## src/pkg/rps_pkg.sv

```systemverilog
package rps_pkg;
	localparam logic [7:0] ADDR_STATUS  = 8'h00;
	localparam logic [7:0] ADDR_ALM_EN  = 8'h04;
	localparam logic [7:0] ADDR_ALM_ACK = 8'h08;
	localparam logic [7:0] ADDR_CMD     = 8'h0c;
	localparam logic [7:0] ADDR_CFG     = 8'h10;
	localparam logic [7:0] ADDR_ALM_ACT = 8'h14;
	localparam int NALM = 10;
	localparam logic [NALM-1:0] ALM_EN_RST = 10'h3ff;
	localparam int A_MAINS = 0, A_BDISC = 1, A_BFAIL = 2, A_BTRBL = 3, A_CLOCK = 4;
	localparam int A_CCIRC = 5, A_INTR = 6, A_FTRIP = 7, A_FCLOSE = 8, A_INDET = 9;
	localparam int NKEY = 9;
	localparam int K_TRIP = 0, K_CLOSE = 1, K_INHIB = 2, K_BLOCK = 3, K_SINGLE = 4;
	localparam int K_BATT = 5, K_PROF = 6, K_ESC = 7, K_NAV = 8;
	localparam int C_RST_TGT = 0, C_CLOSE = 1, C_TRIP = 2, C_SS_ON = 3, C_SS_OFF = 4;
	localparam int C_PR_ON = 5, C_PR_OFF = 6;
	localparam int CFG_DLY_LSB = 0, CFG_DLY_W = 6, CFG_MIN_LSB = 8, CFG_MIN_W = 8;
	localparam int CFG_INRUSH = 16;
	localparam logic [31:0] CFG_RST = 32'h0000_0000;
	localparam int ST_CNT_LSB = 16;
	localparam logic [2:0] R_TRIP = 3'h0, R_CLOSE = 3'h1, R_HLT_ON = 3'h2, R_HLT_OFF = 3'h3;
	localparam logic [2:0] R_SS_ON = 3'h4, R_SS_OFF = 3'h5, R_PR_ON = 3'h6, R_PR_OFF = 3'h7;
	localparam longint CLK_HZ = 200_000_000;
	localparam longint SAVE_MIN = 15;
	localparam longint SAVE_CYC = SAVE_MIN * 60 * CLK_HZ;
	localparam longint BLINK_MS = 500;
	localparam longint BLINK_CYC = CLK_HZ / 1000 * BLINK_MS;
	localparam int TW = 40;
	typedef enum logic [1:0] {CL_IDLE = 2'b01, CL_WAIT = 2'b10} rps_close_t;
endpackage

```

## src/pkg/rps_time_if.sv

```systemverilog
`timescale 1ns/100ps
interface rps_time_if;
	logic blink;
	logic sec_tick;
	logic key_any;
	logic asleep;
	modport gen (output blink, output sec_tick);
	modport idle (input key_any, output asleep);
	modport core (input blink, input sec_tick, input asleep, output key_any);
endinterface // rps_time_if

```

## src/logic/rps_blink_gen.sv

```systemverilog
`timescale 1ns/100ps
module rps_blink_gen
	import rps_pkg::*;
#(
	parameter logic [rps_pkg::TW-1:0] HALF_CYC = rps_pkg::TW'(rps_pkg::BLINK_CYC),
	parameter logic [rps_pkg::TW-1:0] SEC_CYC  = rps_pkg::TW'(rps_pkg::CLK_HZ)
) (
	input  wire logic hclk,    // System clock
	input  wire logic hresetn, // Async reset, low
	rps_time_if.gen   tif      // Shared timing
);
	logic [TW-1:0] half_cnt;
	logic [TW-1:0] sec_cnt;

	// One phase for every pattern keeps alternating LEDs complementary
	always_ff @(posedge hclk or negedge hresetn) begin
		if (!hresetn) begin
			half_cnt <= '0;
			tif.blink <= 1'b0;
		end else if (half_cnt >= HALF_CYC - TW'(1)) begin
			half_cnt <= '0;
			tif.blink <= ~tif.blink;
		end else begin
			half_cnt <= half_cnt + TW'(1);
		end
	end

	always_ff @(posedge hclk or negedge hresetn) begin
		if (!hresetn) begin
			sec_cnt <= '0;
			tif.sec_tick <= 1'b0;
		end else begin
			tif.sec_tick <= (sec_cnt >= SEC_CYC - TW'(1));
			sec_cnt <= (sec_cnt >= SEC_CYC - TW'(1)) ? '0 : sec_cnt + TW'(1);
		end
	end
endmodule // rps_blink_gen

```

## src/logic/rps_idle_timer.sv

```systemverilog
`timescale 1ns/100ps
module rps_idle_timer
	import rps_pkg::*;
#(
	parameter logic [rps_pkg::TW-1:0] IDLE_CYC = rps_pkg::TW'(rps_pkg::SAVE_CYC)
) (
	input  wire logic hclk,    // System clock
	input  wire logic hresetn, // Async reset, low
	rps_time_if.idle  tif      // Key activity in, sleep out
);
	logic [TW-1:0] idle_cnt;

	always_ff @(posedge hclk or negedge hresetn) begin
		if (!hresetn) begin
			idle_cnt <= '0;
			tif.asleep <= 1'b0;
		end else if (tif.key_any) begin
			idle_cnt <= '0;
			tif.asleep <= 1'b0;
		end else if (idle_cnt >= IDLE_CYC - TW'(1)) begin
			tif.asleep <= 1'b1;
		end else begin
			idle_cnt <= idle_cnt + TW'(1);
		end
	end
endmodule // rps_idle_timer

```

## src/logic/rps_panel.sv

```systemverilog
// Our own choices: the register addresses and the AHB-Lite slave port.
`timescale 1ns/100ps
module rps_panel
	import rps_pkg::*;
#(
	parameter logic [rps_pkg::TW-1:0] IDLE_CYC = rps_pkg::TW'(rps_pkg::SAVE_CYC),
	parameter logic [rps_pkg::TW-1:0] HALF_CYC = rps_pkg::TW'(rps_pkg::BLINK_CYC),
	parameter logic [rps_pkg::TW-1:0] SEC_CYC  = rps_pkg::TW'(rps_pkg::CLK_HZ)
) (
	input  wire logic                    hclk,             // System clock
	input  wire logic                    hresetn,          // Async reset, low
	input  wire logic                    hsel,             // AHB select
	input  wire logic [7:0]              haddr,            // AHB address
	input  wire logic [1:0]              htrans,           // AHB transfer type
	input  wire logic                    hwrite,           // AHB write
	input  wire logic [2:0]              hsize,            // AHB size, word only
	input  wire logic [31:0]             hwdata,           // AHB write data
	input  wire logic                    hready,           // AHB bus ready
	output logic                         hreadyout,        // AHB slave ready
	output logic                         hresp,            // AHB response
	output logic [31:0]                  hrdata,           // AHB read data
	input  wire logic [rps_pkg::NKEY-1:0] keys,            // Panel key levels
	input  wire logic                    local_inhibit,    // Local inhibit request
	input  wire logic                    rem_valid,        // Supervisory command strobe
	input  wire logic [2:0]              rem_code,         // Supervisory command
	input  wire logic                    oc_trip,          // Protection trip issued
	input  wire logic                    above_pickup,     // Current above pickup
	input  wire logic                    seq_lockout,      // Sequence reached lockout
	input  wire logic                    seq_active,       // Reclosing in progress
	input  wire logic                    pos_open,         // Position open
	input  wire logic                    pos_closed,       // Position closed
	input  wire logic                    fail_trip,        // Failed to trip
	input  wire logic                    fail_close,       // Failed to close
	input  wire logic                    intr_fault,       // Interrupter fault event
	input  wire logic                    aux_disagree,     // breaker_aux_contacts disagree
	input  wire logic                    mains_sense,      // AC input sensed
	input  wire logic                    batt_low,         // Battery voltage low
	input  wire logic                    batt_test_fail,   // Last battery test failed
	input  wire logic                    batt_disc,        // Battery disconnected
	input  wire logic                    batt_trouble,     // Battery trouble
	input  wire logic                    clock_not_set,    // Clock not set
	input  wire logic                    ctrl_circ_open,   // Control circuit interrupted
	input  wire logic                    selftest_pass,    // Self-diagnostics passed
	input  wire logic                    settings_valid,   // User settings valid
	input  wire logic                    control_power,    // Control power present
	output logic                         led_oc_trip,      // Overcurrent trip LED
	output logic                         led_pickup,       // Pickup exceeded LED
	output logic                         led_lockout,      // Lockout LED
	output logic                         led_open,         // Open LED
	output logic                         led_closed,       // Closed LED
	output logic                         led_alarm,        // Alarm LED
	output logic                         led_health,       // Health LED
	output logic                         mains_present_indicator, // Mains LED
	output logic                         led_battery,      // Battery LED
	output logic                         led_inhibit,      // Inhibit key LED
	output logic                         led_block,        // Remote block key LED
	output logic                         led_single,       // Single-shot key LED
	output logic                         led_profile,      // Second set key LED
	output logic                         backlight,        // Display backlight
	output logic                         msg_prot_off,     // Protection-off message
	output logic [5:0]                   countdown,        // Seconds to close
	output logic                         trip_cmd,         // Trip pulse to mechanism
	output logic                         close_cmd,        // Close pulse to mechanism
	output logic                         seq_home,         // Reset sequence pulse
	output logic                         inrush_pickup_mode, // Inrush protection on
	output logic                         one_trip_lockout, // Inhibit protection mode
	output logic                         reclose_enable,   // Automatic reclose allowed
	output logic                         protection_enable,// Protection allowed
	output logic                         second_settings_set, // Second set active
	output logic                         batt_test_start   // Battery test pulse
);
	rps_time_if tif ();

	rps_blink_gen #(.HALF_CYC(HALF_CYC), .SEC_CYC(SEC_CYC)) u_blink (
		.hclk    (hclk),
		.hresetn (hresetn),
		.tif     (tif.gen)
	);
	rps_idle_timer #(.IDLE_CYC(IDLE_CYC)) u_idle (
		.hclk    (hclk),
		.hresetn (hresetn),
		.tif     (tif.idle)
	);

	logic [NKEY-1:0] keys_q;
	logic [NKEY-1:0] press;
	logic            ap_valid;
	logic            ap_write;
	logic [7:0]      ap_addr;
	logic [NALM-1:0] alm_en;
	logic [NALM-1:0] alm_ack;
	logic [NALM-1:0] alm_act;
	logic [31:0]     cfg;
	logic [31:0]     cmd_wr;
	logic            intr_latched;
	logic            oc_latched;
	logic            lockout;
	logic            inh_panel;
	logic            inh_remote;
	logic            inhibit;
	logic            rem_block;
	logic            single_shot;
	logic            booted;
	logic            diag;
	logic            alarm_on;
	logic            alarm_unack;
	logic [7:0]      open_secs;
	logic            rem_ok;
	logic            req_close;
	logic            req_trip;
	logic            close_now;
	logic [31:0]     status;
	logic [31:0]     next_rdata;
	rps_close_t      cl_state;

	assign press = keys & ~keys_q;
	assign tif.key_any = |press;
	assign rem_ok = rem_valid & ~rem_block;
	assign cmd_wr = (ap_valid && ap_write && ap_addr == ADDR_CMD) ? hwdata : 32'h0;
	assign inhibit = inh_panel | local_inhibit | inh_remote;
	assign diag = fail_trip | fail_close | intr_latched | aux_disagree;
	assign req_trip = (press[K_TRIP] | cmd_wr[C_TRIP] | (rem_ok && rem_code == R_TRIP)) & control_power;
	assign req_close = press[K_CLOSE] | cmd_wr[C_CLOSE] | (rem_ok && rem_code == R_CLOSE);
	// Second press while waiting overrides the delay
	assign close_now = req_close && !inhibit && !req_trip
		&& (cl_state == CL_WAIT || cfg[CFG_DLY_LSB +: CFG_DLY_W] == '0);

	assign alm_act[A_MAINS]  = mains_sense;
	assign alm_act[A_BDISC]  = batt_disc;
	assign alm_act[A_BFAIL]  = batt_test_fail;
	assign alm_act[A_BTRBL]  = batt_trouble;
	assign alm_act[A_CLOCK]  = clock_not_set;
	assign alm_act[A_CCIRC]  = ctrl_circ_open;
	assign alm_act[A_INTR]   = intr_latched;
	assign alm_act[A_FTRIP]  = fail_trip;
	assign alm_act[A_FCLOSE] = fail_close;
	assign alm_act[A_INDET]  = pos_open & pos_closed;
	assign alarm_on = |(alm_act & alm_en);
	assign alarm_unack = |(alm_act & alm_en & ~alm_ack);

	always_ff @(posedge hclk or negedge hresetn) begin
		if (!hresetn)
			keys_q <= '0;
		else
			keys_q <= keys;
	end

	// Bus: zero wait state, read data registered at the address phase
	always_ff @(posedge hclk or negedge hresetn) begin
		if (!hresetn) begin
			ap_valid <= 1'b0;
			ap_write <= 1'b0;
			ap_addr <= '0;
			hrdata <= '0;
		end else begin
			ap_valid <= hsel & hready & htrans[1];
			ap_write <= hwrite;
			ap_addr <= haddr;
			if (hsel && hready && htrans[1] && !hwrite)
				hrdata <= next_rdata;
		end
	end

	always_ff @(posedge hclk or negedge hresetn) begin
		if (!hresetn) begin
			hreadyout <= 1'b0;
			hresp <= 1'b0;
		end else begin
			hreadyout <= 1'b1;
			hresp <= 1'b0;
		end
	end

	always_comb begin
		status = '0;
		status[ST_CNT_LSB +: 6] = countdown;
		status[13:0] = {inhibit, rem_block, single_shot, second_settings_set, lockout, cl_state == CL_WAIT,
			diag, alarm_on, alarm_unack, intr_latched, oc_latched, inrush_pickup_mode, tif.asleep, msg_prot_off};
		case (haddr)
			ADDR_STATUS:  next_rdata = status;
			ADDR_ALM_EN:  next_rdata = {22'h0, alm_en};
			ADDR_ALM_ACK: next_rdata = {22'h0, alm_ack};
			ADDR_CFG:     next_rdata = cfg;
			ADDR_ALM_ACT: next_rdata = {22'h0, alm_act};
			default:      next_rdata = 32'h0;
		endcase
	end

	always_ff @(posedge hclk or negedge hresetn) begin
		if (!hresetn) begin
			alm_en <= ALM_EN_RST;
			cfg <= CFG_RST;
		end else if (ap_valid && ap_write) begin
			if (ap_addr == ADDR_ALM_EN)
				alm_en <= hwdata[NALM-1:0];
			if (ap_addr == ADDR_CFG)
				cfg <= hwdata;
		end
	end

	// Ack drops when its alarm clears, so a recurrence flashes again
	always_ff @(posedge hclk or negedge hresetn) begin
		if (!hresetn)
			alm_ack <= '0;
		else if (ap_valid && ap_write && ap_addr == ADDR_ALM_ACK)
			alm_ack <= (alm_ack | hwdata[NALM-1:0]) & alm_act;
		else
			alm_ack <= alm_ack & alm_act;
	end

	// Set wins over reset targets
	always_ff @(posedge hclk or negedge hresetn) begin
		if (!hresetn) begin
			intr_latched <= 1'b0;
			oc_latched <= 1'b0;
		end else begin
			intr_latched <= intr_fault | (intr_latched & ~cmd_wr[C_RST_TGT]);
			oc_latched <= (oc_trip & above_pickup) | (oc_latched & ~cmd_wr[C_RST_TGT]);
		end
	end

	always_ff @(posedge hclk or negedge hresetn) begin
		if (!hresetn) begin
			inh_panel <= 1'b0;
			inh_remote <= 1'b0;
		end else begin
			if (press[K_INHIB])
				inh_panel <= ~inh_panel;
			if (rem_ok && rem_code == R_HLT_ON)
				inh_remote <= 1'b1;
			else if (rem_ok && rem_code == R_HLT_OFF)
				inh_remote <= 1'b0;
		end
	end

	always_ff @(posedge hclk or negedge hresetn) begin
		if (!hresetn) begin
			rem_block <= 1'b0;
			single_shot <= 1'b0;
			second_settings_set <= 1'b0;
		end else begin
			if (press[K_BLOCK])
				rem_block <= ~rem_block;
			if (press[K_SINGLE])
				single_shot <= ~single_shot;
			else if (cmd_wr[C_SS_ON] || (rem_ok && rem_code == R_SS_ON))
				single_shot <= 1'b1;
			else if (cmd_wr[C_SS_OFF] || (rem_ok && rem_code == R_SS_OFF))
				single_shot <= 1'b0;
			if (press[K_PROF])
				second_settings_set <= ~second_settings_set;
			else if (cmd_wr[C_PR_ON] || (rem_ok && rem_code == R_PR_ON))
				second_settings_set <= 1'b1;
			else if (cmd_wr[C_PR_OFF] || (rem_ok && rem_code == R_PR_OFF))
				second_settings_set <= 1'b0;
		end
	end

	always_ff @(posedge hclk or negedge hresetn) begin
		if (!hresetn)
			open_secs <= '0;
		else if (!pos_open)
			open_secs <= '0;
		else if (tif.sec_tick && open_secs != 8'hff)
			open_secs <= open_secs + 8'h01;
	end

	// Close delay sequencer
	always_ff @(posedge hclk or negedge hresetn) begin
		if (!hresetn) begin
			cl_state <= CL_IDLE;
			countdown <= '0;
		end else begin
			case (cl_state)
				CL_IDLE: begin
					if (req_close && !inhibit && !req_trip && !close_now) begin
						cl_state <= CL_WAIT;
						countdown <= cfg[CFG_DLY_LSB +: CFG_DLY_W];
					end
				end
				CL_WAIT: begin
					if (req_trip || inhibit || close_now) begin
						cl_state <= CL_IDLE;
						countdown <= '0;
					end else if (countdown == 6'h00) begin
						// Leave at expiry so the close fires once and the count never wraps
						cl_state <= CL_IDLE;
					end else if (tif.sec_tick) begin
						countdown <= countdown - 6'h01;
					end
				end
				default: begin
					cl_state <= CL_IDLE;
					countdown <= '0;
				end
			endcase
		end
	end

	always_ff @(posedge hclk or negedge hresetn) begin
		if (!hresetn) begin
			trip_cmd <= 1'b0;
			close_cmd <= 1'b0;
			seq_home <= 1'b0;
			lockout <= 1'b0;
			inrush_pickup_mode <= 1'b0;
		end else begin
			// Expiry of the countdown counts as a close now
			trip_cmd <= req_trip;
			close_cmd <= close_now || (cl_state == CL_WAIT && countdown == 6'h00 && !inhibit && !req_trip);
			seq_home <= close_now || (cl_state == CL_WAIT && countdown == 6'h00 && !inhibit && !req_trip);
			if (req_trip || seq_lockout)
				lockout <= 1'b1;
			else if (close_cmd)
				lockout <= 1'b0;
			if (req_trip || inhibit)
				inrush_pickup_mode <= 1'b0;
			else if (close_cmd && lockout && cfg[CFG_INRUSH] && open_secs > cfg[CFG_MIN_LSB +: CFG_MIN_W])
				inrush_pickup_mode <= 1'b1;
		end
	end

	always_ff @(posedge hclk or negedge hresetn) begin
		if (!hresetn) begin
			one_trip_lockout <= 1'b0;
			reclose_enable <= 1'b0;
			protection_enable <= 1'b0;
			batt_test_start <= 1'b0;
		end else begin
			one_trip_lockout <= inhibit;
			reclose_enable <= ~single_shot & ~inhibit & settings_valid;
			protection_enable <= settings_valid;
			batt_test_start <= press[K_BATT];
		end
	end

	// Settings are sampled after release, never under reset
	always_ff @(posedge hclk or negedge hresetn) begin
		if (!hresetn) begin
			booted <= 1'b0;
			msg_prot_off <= 1'b0;
		end else begin
			booted <= 1'b1;
			if (!booted)
				msg_prot_off <= ~settings_valid;
			else if (press[K_ESC] || tif.asleep)
				msg_prot_off <= 1'b0;
		end
	end

	// Health and inhibit stay live through power save
	always_ff @(posedge hclk or negedge hresetn) begin
		if (!hresetn) begin
			led_health <= 1'b0;
			led_inhibit <= 1'b0;
			backlight <= 1'b0;
		end else begin
			led_health <= selftest_pass & (settings_valid | tif.blink);
			led_inhibit <= inhibit;
			backlight <= ~tif.asleep;
		end
	end

	always_ff @(posedge hclk or negedge hresetn) begin
		if (!hresetn) begin
			led_oc_trip <= 1'b0;
			led_pickup <= 1'b0;
			led_lockout <= 1'b0;
			led_open <= 1'b0;
			led_closed <= 1'b0;
			led_alarm <= 1'b0;
			mains_present_indicator <= 1'b0;
			led_battery <= 1'b0;
			led_block <= 1'b0;
			led_single <= 1'b0;
			led_profile <= 1'b0;
		end else if (tif.asleep) begin
			led_oc_trip <= 1'b0;
			led_pickup <= 1'b0;
			led_lockout <= 1'b0;
			led_open <= 1'b0;
			led_closed <= 1'b0;
			led_alarm <= 1'b0;
			mains_present_indicator <= 1'b0;
			led_battery <= 1'b0;
			led_block <= 1'b0;
			led_single <= 1'b0;
			led_profile <= 1'b0;
		end else begin
			led_oc_trip <= oc_latched;
			led_pickup <= above_pickup;
			if (diag) begin
				led_lockout <= tif.blink;
				led_closed <= tif.blink;
				led_open <= ~tif.blink;
			end else begin
				led_lockout <= lockout & ~seq_active;
				led_open <= pos_open;
				led_closed <= (cl_state == CL_WAIT) ? tif.blink : pos_closed;
			end
			led_alarm <= alarm_on & (~alarm_unack | tif.blink);
			mains_present_indicator <= mains_sense;
			led_battery <= batt_low | batt_test_fail;
			led_block <= rem_block;
			led_single <= single_shot;
			led_profile <= second_settings_set;
		end
	end
endmodule // rps_panel

```

## config.mk

```make
export PLATFORM = sky130hd
export DESIGN_NAME = rps_panel
export DESIGN_NICKNAME = d
export VERILOG_FILES = /design/src/pkg/rps_pkg.sv /design/src/pkg/rps_time_if.sv /design/src/logic/rps_blink_gen.sv /design/src/logic/rps_idle_timer.sv /design/src/logic/rps_panel.sv
export SDC_FILE = /design/constraint.sdc
export NUM_CORES = 1
export LEC_CHECK = 0
export ABC_CLOCK_PERIOD_IN_PS = 4390
export BUFFER_PORTS_ARGS = -buffer_cell sky130_fd_sc_hd__buf_2
export CAP_MARGIN = 20
export CELL_PAD_IN_SITES_DETAIL_PLACEMENT = 1
export CELL_PAD_IN_SITES_GLOBAL_PLACEMENT = 1
export CORE_ASPECT_RATIO = 1.2
export CORE_MARGIN = 1.5
export CORE_UTILIZATION = 35
export DETAILED_ROUTE_END_ITERATION = 10
export PLACE_DENSITY_LB_ADDON = 0.1
export REMOVE_ABC_BUFFERS = 1
export SETUP_SLACK_MARGIN = 0.2
export SYNTH_ARGS = -nofsm -noshare
export SYNTH_HDL_FRONTEND = slang
export SYNTH_SLANG_ARGS = --single-unit
```

## constraint.sdc

```tcl
create_clock -name hclk -period 4.39 [get_ports hclk]
set_input_delay 0.6585 -clock hclk [delete_from_list [all_inputs] [get_ports hclk]]
set_output_delay 0.6585 -clock hclk [all_outputs]
set_load 0.02 [all_outputs]
```

==> results summary, run 1 <==
The flow ran to the end, and the final reports show no timing, DRC or antenna violations. The first global-routing pass estimated roughly 55,000 microns of wire. The worst setup path is captured at a flop. The cell with the biggest individual delay on the critical path is sky130_fd_sc_hd__or4_4. The synthesized instance count came out at between 1,000 and 1,500. The share of flip-flops with an asynchronous set or reset after synthesis is 100%. The proportion of layout cells with a drive suffix above 1 is 21.2%.

The final setup TNS is 0 ns. Data on the critical path arrives at its endpoint at around 3.4 ns. The leakage power figure is 6.23 nW. After floorplanning, the core was sized to cover between 30,000 and 40,000 sq um. The final critical-path required period is just under 3 ns.

At the end of routability-driven placement, the weighted congestion stood at 0.774. The initial DRC count is between 400 and 500. Across all register-to-register paths, the minimum setup slack is 1.43 ns.

VDD sags by at most 0.383 mV. The final count of negative-setup-slack endpoints is 0. In this run the cell area measured after placement is 13,600 sq um. The net switching power figure came out at 1.57 mW. The initial utilization of the core area, before any placement, comes to around 35%. By area the synthesized netlist is led by sky130_fd_sc_hd__dfrtp_1, sky130_fd_sc_hd__mux2_2, sky130_fd_sc_hd__nand2_1, sky130_fd_sc_hd__nor2_1, sky130_fd_sc_hd__xor2_1. Setup repair after global routing left no endpoint under its margin. The worst setup path endpoint is u_idle.idle_cnt[25]$_DFFE_PN0P_. The clock-pin transition on the worst setup and hold timing paths came out at about 0.060 ns. The post-detailed-route via-to-cell ratio is a little over 5. In the post-synthesis netlist, the cell with the most instances is sky130_fd_sc_hd__dfrtp_1. The share of power burned in the clock network came out at 41.4%. The net count of the finished layout is around 1,400. The combinational share of power is about an eighth. The total via count in the routed design is about 9,300. The synthesized design contains 272 register bits. Of the total power, the share spent switching nets is around a quarter. The overall die height is 209 microns. The average routed wire per standard cell came out at 18.8 microns. The required arrival time at the worst endpoint came out at 4.88 ns. The number of nets with antenna violations after routing is 0. The total wirelength of the detailed-routed design is 33,700 microns. The mean instance size in the synthesized netlist is roughly 11 sq um. Clock tree synthesis selected as its root buffer the cell sky130_fd_sc_hd__clkbuf_16. The number of port buffers came out at approximately 140. The maximum level of the CTS H-tree came out at 1. The critical path starts at u_idle.idle_cnt[26]$_DFFE_PN0P_. The number of cells traversed by the worst register-to-register path is 6. The slew at the pin with the worst max-slew slack is 1.11 ns.

The peak clock frequency supported by timing is 338 MHz. The sort of element at the start of the critical path is a flop. The number of distinct standard cells referenced by the synthesized netlist is 77. The number of slew-limit violations in the final report is 0.

The worst-case clock buffer depth is 3. After detailed routing, the number of remaining DRC violations is 0. In the global route stage, overall resource usage came out at between 10% and 20%. The sequential element share of the synthesized area is between 50% and 60%. The number of resized instances in the post-cts repair step came out at 0. The pre-CTS setup slack is 1.10 ns. The power per cell area came out at 405 nW/um^2.

The via count of the first global-routing pass came out at 9,739. The chip width came out at approximately 170 microns. Walking the worst path, the cells encountered are o31a_1 > o2111ai_1 > nand3_1 > or4_4 > or4_1 > a21oi_1. The worst path meets setup with 1.43 ns of slack. The biggest cell delay along the critical path came out at 0.79 ns. The global route total overflow came out at 0. The count of max-cap constraint violations is 0. The post-DP HPWL is between 20,000 and 25,000 microns. Once the clock tree was built, the setup fixing pass inserted 0 buffers. The count of boundary I/O pins is roughly 150.

The number of endpoints with negative hold slack in the final report is 0. The commonest cells after synthesis are sky130_fd_sc_hd__dfrtp_1, sky130_fd_sc_hd__nand2_1, sky130_fd_sc_hd__nor2_1. After routing the design area is between 10,000 and 15,000 sq um. The utilization after layout came out at a little over two fifths. The maximum number of pins on one net before global-route repair came out at 115. The design internal power came out at 4.34 mW. For this run, the leading register cell type out of synthesis is sky130_fd_sc_hd__dfrtp_1. Clock skew on the completed layout was measured at 0.0238 ns. The worst register-to-register path begins at u_idle.idle_cnt[26]$_DFFE_PN0P_. The clock sink count is 272. The setup path with the least slack is of type reg2reg.

The filler-free cell count of the finished design came out at 1,795. The count of yosys warnings during synthesis came out at 0. The final critical path takes up about two thirds of the cycle. Along the worst path, the maximum fanout reaches 24.

The post-synthesis instance area is 12,300 sq um. The clock latency of the later-clocked register in the worst-skew pair is 0.57 ns. In this run, post-CTS hold repair placed 0 buffers. Measured against its own limit, the worst slew margin works out to between 20% and 30%. The clock tree from TritonCTS is done. The cell row count came out at 75. The total die area is 36,400 sq um. The count of TritonRoute iterations in the first routing pass is 4. The worst register-to-register path ends at u_idle.idle_cnt[25]$_DFFE_PN0P_. The number of CTS-inserted buffers is 30. The area added between synthesis and finish came out at 18.2%. The number of antenna violations at the first check in global routing came out at 8. The share of total power in sequential cells is between 40 and 50%. The portion of synthesized cell area occupied by the leading cell type came out at 53.0%.

The count of placed standard cells including taps is 1,736. The synthesized design contains 0 enable-type register cells. The biggest area consumer among synthesized cells is sky130_fd_sc_hd__dfrtp_1. The worst hold path belongs to the class in2async.
[per-stage QoR]
step / hold slack [ns] / total power [mW]
after floorplan: 0.363 / 3.20
after global placement: 0.412 / 3.51
after detailed placement: 0.425 / 3.52
after CTS: 0.189 / 6.02
after global routing: 0.194 / 6.19
final: 0.144 / 5.90
[power groups by stage]
stage	registers [mW]	clock network [mW]	logic (mW)
finish	2.75	2.44	0.711
global route	2.76	2.62	0.800
global placement	2.79	0	0.716
CTS	2.75	2.54	0.725
floorplan	2.82	0	0.382
detailed placement	2.80	0	0.723
[worst min-delay path by stage]
stage	startpoint	end	slack, ns
finish	hresetn	hrdata[28]$_DFFE_PN0P_	0.14
global route	keys[2]	keys_q[2]$_DFF_PN0_	0.19
detailed placement	keys_q[5]$_DFF_PN0_	batt_test_start$_DFF_PN0_	0.42
CTS	keys[8]	keys_q[8]$_DFF_PN0_	0.19
floorplan	hresetn	alm_ack[0]$_DFF_PN0_	0.36
global placement	keys_q[5]$_DFF_PN0_	batt_test_start$_DFF_PN0_	0.41
[layout make-up]
cell class / count / area, sq um
fill: 3911 / 20200
sequential: 272 / 6820
multi-input combinational: 820 / 5280
clock buffer: 46 / 872
timing repair buffer: 153 / 828
tap: 462 / 578
inverter: 29 / 109
clock inverter: 10 / 77.6
antenna: 3 / 7.51
[sequential cells by signal (all words and copies together), names as in the netlist, 2 cells and up]
register and flops:
u_idle.idle_cnt 40, alm_en 10, cl_state 2, keys_q 9, countdown 6, u_blink.half_cnt 40, cfg 32, alm_ack 10
u_blink.sec_cnt 40, open_secs 8, ap_addr 8, hrdata 32
[metal layers]
metal / GRT usage (%) / part of all wire [%] / wire length, microns
met4: 4.34 / 1.7 / 563
met3: 4.24 / 5.5 / 1850
met5: 0 / 0.19 / 65
met1: 25.5 / 45 / 15300
met2: 31.3 / 47 / 16000
[cell families (layout without fill, tap and decap cells)]
logic type / count (synthesis) / in the layout / synth area share (%)
compound gates: 200 / 200 / 10.6
xor+xnor: 72 / 72 / 5.12
fa+ha+maj: 16 / 16 / 1.62
buf+inv: 74 / 238 / 2.69
flops: 272 / 272 / 55.3
mux: 60 / 60 / 5.46
other cells: 2 / 30 / 0.0609
simple gates: 445 / 445 / 19.1
[critical path: cells and delay by family, from the launching register on]
| family | cells | cell delay (ns) |
|---|---|---|
| DFF | 1 | 0.44 |
| and+or+nand+nor | 3 | 1.77 |
| AOI/OAI and AO/OA | 3 | 0.66 |
[placed cells by master (no fill, tap or decap), drive strengths merged, types with 40 or more instances in the layout]
cell type  count
xor2          40
mux2          48
clkbuf        46
nor2          97
nand3         42
a21oi         47
nand2        105
buf          153
dfrtp        261
o21ai         64
No activity file was read; power rests on OpenSTA's default activity.
==> run 2, diff against run 1 <==
--- a/config.mk
+++ b/config.mk
@@ -5,7 +5,7 @@
 export SDC_FILE = /design/constraint.sdc
 export NUM_CORES = 1
 export LEC_CHECK = 0
-export ABC_CLOCK_PERIOD_IN_PS = 4390
+export ABC_CLOCK_PERIOD_IN_PS = 2500
 export BUFFER_PORTS_ARGS = -buffer_cell sky130_fd_sc_hd__buf_2
 export CAP_MARGIN = 20
 export CELL_PAD_IN_SITES_DETAIL_PLACEMENT = 1
==> constraint.sdc (replaced) <==
create_clock -name hclk -period 2.5 [get_ports hclk]
set_input_delay 0.375 -clock hclk [delete_from_list [all_inputs] [get_ports hclk]]
set_output_delay 0.375 -clock hclk [all_outputs]
set_load 0.02 [all_outputs]
==> results summary, run 2 (synthesis results as in run 1) <==
The run finished with clean final reports. The final hold slack came out at 0.0282 ns (-0.116 ns). The overall power consumption came out at 10.7 mW (+81%). The design internal power came out at 7.92 mW (+83%). The number of CTS-inserted buffers came out at 30 (unchanged).

The total die area is 36,400 sq um (unchanged). The endpoint identified for the worst register-to-register timing path is u_idle.idle_cnt[25]$_DFFE_PN0P_. STA classifies the critical path endpoint as a flop. The global router's overall resource usage is 19.9% (+0.89 points).

The routability-driven placement congestion ratio came to 0.799 (+3.3%). The via count of the first global-routing pass was 10,241 (+5.2%). Setup repair after global routing could not meet its margin everywhere.

The share of total power in sequential cells is 44.9% (-1.7 points). The share of power burned in the clock network is 41.4% (about the same). The tightest slew margin relative to the limit is 52.0% (+26 points).

The total via count in the routed design is 9,695 (+4.6%). The worst clock skew is 0.0105 ns (-0.0133 ns). The clock sink count is 272 (unchanged).

The count of filler cells inserted in the layout was 3,874 (-0.95%). The largest registers in the layout are u_blink.half_cnt: 40 flops, u_blink.sec_cnt: 40 flops, u_idle.idle_cnt: 40 flops. The register-to-register setup slack was 0.05 ns (-1.39 ns). The clock tree from TritonCTS is done. The chip width is 174 microns (unchanged). The leakage power figure is 6.82 nW (+9.5%). The proportion of layout cells with a drive suffix above 1 came out at 27.5% (+6.3 points). The global-route wire length before repair came out at 57,200 microns (+4.5%). The power per cell area came out at 683 nW/um^2 (+69%).

The highest ir drop seen on vdd is 0.592 mV (+55%). The required arrival time at the worst endpoint was 2.99 ns (-1.89 ns). The initial core utilization came out at 35.4% (unchanged). The library cell used most frequently in the layout, excluding fill and tap cells, is sky130_fd_sc_hd__dfrtp_1. The worst setup path endpoint is u_idle.idle_cnt[25]$_DFFE_PN0P_. The final net count was 1,504 (+7.0%). The combinational share of power was 13.6% (+1.6 points).

The post-detailed-route via-to-cell ratio came out at 5.13 (-0.64%). The most critical setup path has its startpoint at u_idle.idle_cnt[21]$_DFFE_PN0P_. The met3 global-route usage is 3.42% (-0.82 points). The net switching power figure came out at 2.79 mW (+78%). The count of max-cap constraint violations is 0 (unchanged). The count of TritonRoute iterations in the first routing pass came out at 4 (unchanged).

The overall die height is 209 microns (unchanged). The number of nets with antenna violations after routing was 0 (unchanged). The number of slew-limit violations in the final report is 0 (unchanged). In this run the clock root is driven by a sky130_fd_sc_hd__clkbuf_16.

The class of the most critical setup path is reg2reg. The standard cell core area is 34,800 sq um (unchanged). The peak clock frequency supported by timing was 408 MHz (+21%). The final count of negative-setup-slack endpoints was 0 (unchanged). The final critical-path required period came out at 2.45 ns (-0.503 ns). The final cell area excluding filler cells came out at 15,700 sq um (+7.6%).

The met1 track demand over resource in global routing is 26.5% (+1.0 points). The cell row count came out at 75 (unchanged). The initial DRC count came to 362 (-13%).

The total placed instance area is 14,000 sq um (+3.0%). The post-DP HPWL was 24,500 microns (+3.4%). The global route total overflow came out at 0 (unchanged). The worst-case clock buffer depth came out at 3 (unchanged). In the layout the commonest cells are sky130_fd_sc_hd__dfrtp_1, sky130_fd_sc_hd__buf_2, sky130_fd_sc_hd__nand2_1. The endpoint arrival time on the critical path came out at 2.94 ns (-0.50 ns). The number of cells traversed by the worst register-to-register path is 6 (unchanged). The utilization after layout is 45.0% (+3.2 points).

The worst hold path belongs to the class in2reg. The maximum level of the CTS H-tree is 1 (unchanged). The fraction of power spent switching nets came out at 26.1% (-0.47 points). The remaining routing DRC violations is 0 (unchanged). The largest driver fanout on the critical path is 7 (-71%). The met2 track demand over resource is 33.6% (+2.3 points). The number of antenna cells inserted came to 0 (-3). STA classifies the critical path startpoint as a flop. The number of port buffers is 142 (unchanged). The clock-pin transition on the worst setup and hold timing paths came out at 0.06 ns (about the same). The slew at the pin with the worst max-slew slack is 0.718 ns (-0.388 ns). The number of endpoints with negative hold slack in the final report is 0 (unchanged). The area added between synthesis and finish is 27.2%.

The number of antenna violations at the first check in global routing is 7 (-1). The startpoint of the lowest-slack hold path is selftest_pass. The average routed wire per standard cell came out at 19.0 microns (+0.93%). The fraction of the cycle the final worst path needs is 98.1% (+31 points).

The layer flagged by global routing as most heavily used is met2. The count of boundary I/O pins came out at 148 (unchanged). The clock latency of the later-clocked register in the worst-skew pair was 0.56 ns (about the same).

The maximum number of pins on one net before global-route repair is 68 (-41%). The worst register-to-register path begins at u_idle.idle_cnt[21]$_DFFE_PN0P_. The total wirelength of the detailed-routed design came to 35,800 microns (+6.2%).
-- run 2: per-stage QoR --
step                      worst slack [ns]  std cells  setup TNS [ns]
after global placement             -0.0869       1786          -0.345
after global routing               -0.0263       1889         -0.0889
after CTS                           0.0239       1878               0
final                               0.0468       1889               0
after detailed placement            -0.129       1787          -0.542
after floorplan                     -0.407       1121          -15.04
-- run 2: how the worst min path moves through the flow --
stage / endpoint / slack (ns) / cells after the start
finish: led_health$_DFF_PN0_ / 0.03 / 2
global route: led_health$_DFF_PN0_ / 0.02 / 2
CTS: led_health$_DFF_PN0_ / 0.003 / 2
detailed placement: cfg[24]$_DFFE_PN0P_ / 0.35 / 1
global placement: cfg[24]$_DFFE_PN0P_ / 0.34 / 1
floorplan: alm_ack[0]$_DFF_PN0_ / 0.08 / 0
-- run 2: repair_timing --
action / CTS / global route
buffers inserted: 15 / 9
hold buffers: 19 / 0
endpoints found under the hold margin: 69 / 0
endpoints found under the setup margin: 38 / 78
pin swaps: 16 / 24
gates cloned: 2 / 2
gates resized for setup: 23 / 36
-- run 2: per-layer routing --
layer  up-vias  wire length, microns
met5         -                    79
met4        14                   686
met1      4873                 16200
met2       174                 17100
li1       4583                     -
met3        51                  1800
-- run 2: layout make-up --
type	count	area [sq um]	area share, %
sequential	272	6820	43.5
timing repair buffer	249	1680	10.7
inverter	29	109	0.694
multi-input combinational	822	5490	35.0
clock buffer	49	943	6.02
tap	462	578	3.69
clock inverter	6	61.3	0.391
-- run 2: power by group through the flow --
stage | Sequential, mW | Combinational, mW | Clock (mW)
2_1_floorplan | 4.95 | 0.671 | 0
3_3_place_gp | 4.89 | 1.38 | 0
3_5_place_dp | 4.89 | 1.39 | 0
4_1_cts | 4.81 | 1.46 | 4.61
5_1_grt | 4.84 | 1.62 | 4.78
6_report | 4.81 | 1.46 | 4.44
-- run 2: critical path, cell delays in order, from the launching register on --
cell	delay (ns)
sky130_fd_sc_hd__dfrtp_1	0.38
sky130_fd_sc_hd__or4_4	0.54
sky130_fd_sc_hd__nor2_4	0.17
sky130_fd_sc_hd__a2111oi_4	0.10
sky130_fd_sc_hd__or4_4	0.50
sky130_fd_sc_hd__or4_4	0.54
sky130_fd_sc_hd__a21oi_2	0.14
==> run 3, diff against run 2 <==
--- a/config.mk
+++ b/config.mk
@@ -5,7 +5,7 @@
 export SDC_FILE = /design/constraint.sdc
 export NUM_CORES = 1
 export LEC_CHECK = 0
-export ABC_CLOCK_PERIOD_IN_PS = 2500
+export ABC_CLOCK_PERIOD_IN_PS = 3000
 export BUFFER_PORTS_ARGS = -buffer_cell sky130_fd_sc_hd__buf_2
 export CAP_MARGIN = 20
 export CELL_PAD_IN_SITES_DETAIL_PLACEMENT = 1
==> constraint.sdc (replaced) <==
create_clock -name hclk -period 3 [get_ports hclk]
set_input_delay 0.45 -clock hclk [delete_from_list [all_inputs] [get_ports hclk]]
set_output_delay 0.45 -clock hclk [all_outputs]
set_load 0.02 [all_outputs]
==> results summary, run 3 (synthesis results as in run 1) <==
The filler-free cell count of the finished design is 1,826 (-3.3%). The cell row count came out at 75 (unchanged). The count of placed standard cells including taps is 1,754 (-1.8%). The worst clock skew is 0.0140 ns (+0.00351 ns). The initial DRC count came out at 404 (+12%). The count of boundary I/O pins is 148 (unchanged). The via count of the first global-routing pass came out at 9,799 (-4.3%).

The sort of element at the start of the critical path is a flop. The slowest stage of the critical path is the sky130_fd_sc_hd__or4_1 cell. The setup path with the least slack is of type reg2reg.

The largest registers in the layout are u_blink.half_cnt: 40 flops, u_blink.sec_cnt: 40 flops, u_idle.idle_cnt: 40 flops. The final net count came out at 1,439 (-4.3%). In this run the worst setup path begins at ap_addr[0]$_DFF_PN0_. The overall die height came to 209 microns (unchanged). The design internal power came out at 6.69 mW (-16%).

The slew at the pin with the worst max-slew slack came out at 0.847 ns (+0.129 ns). The maximum number of pins on one net before global-route repair came out at 100 (+47%). The number of buffers inserted to repair setup after CTS is 0 (-15). The fraction of the cycle the final worst path needs was 91.0% (-7.2 points). The remaining routing DRC violations is 0 (unchanged). The final critical-path required period is 2.73 ns (+0.276 ns). The final count of negative-setup-slack endpoints was 0 (unchanged).

The worst-case clock buffer depth is 3 (unchanged). The routability-driven placement congestion ratio is 0.767 (-4.0%). The number of endpoints with negative hold slack in the final report came to 0 (unchanged). The maximum level of the CTS H-tree is 1 (unchanged). The clock latency of the later-clocked register in the worst-skew pair came out at 0.58 ns (+0.02 ns). The endpoint arrival time on the critical path came out at 3.19 ns (+0.25 ns). The proportion of layout cells with a drive suffix above 1 is 22.2% (-5.3 points). The flow ran to the end, and the final reports show no timing, DRC or antenna violations.

The post-detailed-route via-to-cell ratio is 5.14 (about the same). From synthesis to final layout, the design area changed by 21.5%. The leakage power figure is 6.43 nW (-5.7%). The worst setup path is captured at a flop.

The clock sink count is 272 (unchanged). In the layout the commonest cells are sky130_fd_sc_hd__dfrtp_1, sky130_fd_sc_hd__buf_2, sky130_fd_sc_hd__nand2_1. The count of max-cap constraint violations is 0 (unchanged). The final setup TNS is 0 ns (unchanged). The highest ir drop seen on vdd was 0.386 mV (-35%). The peak clock frequency supported by timing came to 366 MHz (-10%). The clock root buffer is sky130_fd_sc_hd__clkbuf_16. The path category of the worst min-delay check is in2reg.

The largest delay contributor family on the critical path is simple AND/OR/NAND/NOR gates. The power per cell area is 603 nW/um^2 (-12%). The total via count in the routed design came out at 9,380 (-3.2%).

The number of slew-limit violations in the final report is 0 (unchanged). The share of total power in sequential cells is 44.5% (-0.4 points). TritonCTS built the clock tree. The initial core utilization is 35.4% (unchanged).

The number of CTS-inserted buffers came out at 30 (unchanged). The post-DP HPWL is 24,200 microns (-1.1%). The share of power burned in the clock network is 43.5% (+2.1 points). The net switching power figure was 2.34 mW (-16%).

The total die area came out at 36,400 sq um (unchanged). The clock-pin transition on the worst setup and hold timing paths came out at 0.06 ns (about the same). The chip width was 174 microns (unchanged). The largest driver fanout on the critical path came out at 6 (-1). The tightest slew margin relative to the limit is 43.0% (-9.0 points). The number of nets with antenna violations after routing is 0 (unchanged).

The number of port buffers came out at 142 (unchanged). The required arrival time at the worst endpoint came out at 3.46 ns (+0.47 ns). The startpoint identified for the worst register-to-register timing path is ap_addr[0]$_DFF_PN0_. The most common cell after layout, fill and taps aside is sky130_fd_sc_hd__dfrtp_1. The global router's overall resource usage is 19.2% (-0.67 points). The global-route wire length before repair came to 55,400 microns (-3.2%). The count of buffering cells on the critical path with inverters included came out at 0 (unchanged). The global route total overflow came out at 0 (unchanged). Walking the worst path, the cells encountered are or4_1 > nor3_1 > o22ai_1 > and3_1 > a21oi_4 > mux2_2. The average routed wire per standard cell was 18.7 microns (-1.2%). The biggest cell delay along the critical path is 0.68 ns (+0.14 ns).

The count of TritonRoute iterations in the first routing pass came out at 4 (unchanged). The fraction of power spent switching nets came out at 25.9% (-0.11 points). The combinational share of power came to 12.0% (-1.6 points). Setup repair after global routing left no endpoint under its margin. The standard cell core area is 34,800 sq um (unchanged).

The total wirelength of the detailed-routed design came out at 34,200 microns (-4.5%). In this run the most critical hold path is launched from haddr[1]. The number of antenna violations at the first check in global routing came out at 6 (-1).
run 3: path summary, 6_finish.rpt:
path / end / slack [ns] / depth (start not counted)
min in group asynchronous: hrdata[24]$_DFFE_PN0P_ / 0.48 / 2
hold / removal: ap_addr[1]$_DFF_PN0_ / 0.03 / 1
setup reg to reg: countdown[4]$_DFFE_PN0P_ / 0.27 / 6
hold reg to reg: batt_test_start$_DFF_PN0_ / 0.43 / 1
setup / recovery: countdown[4]$_DFFE_PN0P_ / 0.27 / 6
max in group asynchronous: u_idle.idle_cnt[25]$_DFFE_PN0P_ / 1.62 / 3
run 3: area by class of cell:
class                      count  area (sq um)
inverter                      29           109
clock buffer                  50           947
antenna                        1          2.50
tap                          462           578
clock inverter                 6           108
fill                        3899         19800
timing repair buffer         186          1140
multi-input combinational    820          5280
sequential                   272          6820
run 3: power by group through the flow:
stage | logic, mW | clock network, mW | registers [mW]
finish | 1.08 | 3.93 | 4.02
global route | 1.19 | 4.19 | 4.05
CTS | 1.10 | 4.05 | 4.02
detailed placement | 1.07 | 0 | 4.09
global placement | 1.06 | 0 | 4.08
floorplan | 0.559 | 0 | 4.13
run 3: what timing repair did:
action                                  4_1_cts  5_1_grt
endpoints found under the hold margin        93        0
hold buffers                                 14        0
endpoints found under the setup margin        0       18
resized for setup                             0        1
run 3: per-layer routing:
metal / wire [microns] / vias to the layer above / GRT usage, %
met2: 16300 / 162 / 31.9
li1: - / 4451 / -
met1: 15400 / 4706 / 25.9
met4: 608 / 10 / 4.61
met3: 1790 / 51 / 3.64
met5: 67 / - / 0
run 3: per-stage QoR:
stage          hold slack, ns  worst slack [ns]  power, mW  util [%]  area [sq um]
4_1_cts              0.000902             0.298       9.17      43.0         15000
2_1_floorplan           0.154            0.0935       4.68         -         12200
5_1_grt                0.0144             0.204       9.42      43.0         15000
3_3_place_gp            0.414             0.224       5.15      39.6         13800
3_5_place_dp            0.420             0.186       5.16      39.6         13800
6_report               0.0277             0.271       9.03      43.0         15000
run 3: worst register-to-register path, stage by stage (launching register included):
cell                      delay (ns)
sky130_fd_sc_hd__dfrtp_1        0.35
sky130_fd_sc_hd__or4_1          0.68
sky130_fd_sc_hd__nor3_1         0.42
sky130_fd_sc_hd__o22ai_1        0.17
sky130_fd_sc_hd__and3_1         0.32
sky130_fd_sc_hd__a21oi_4        0.31
sky130_fd_sc_hd__mux2_2         0.37
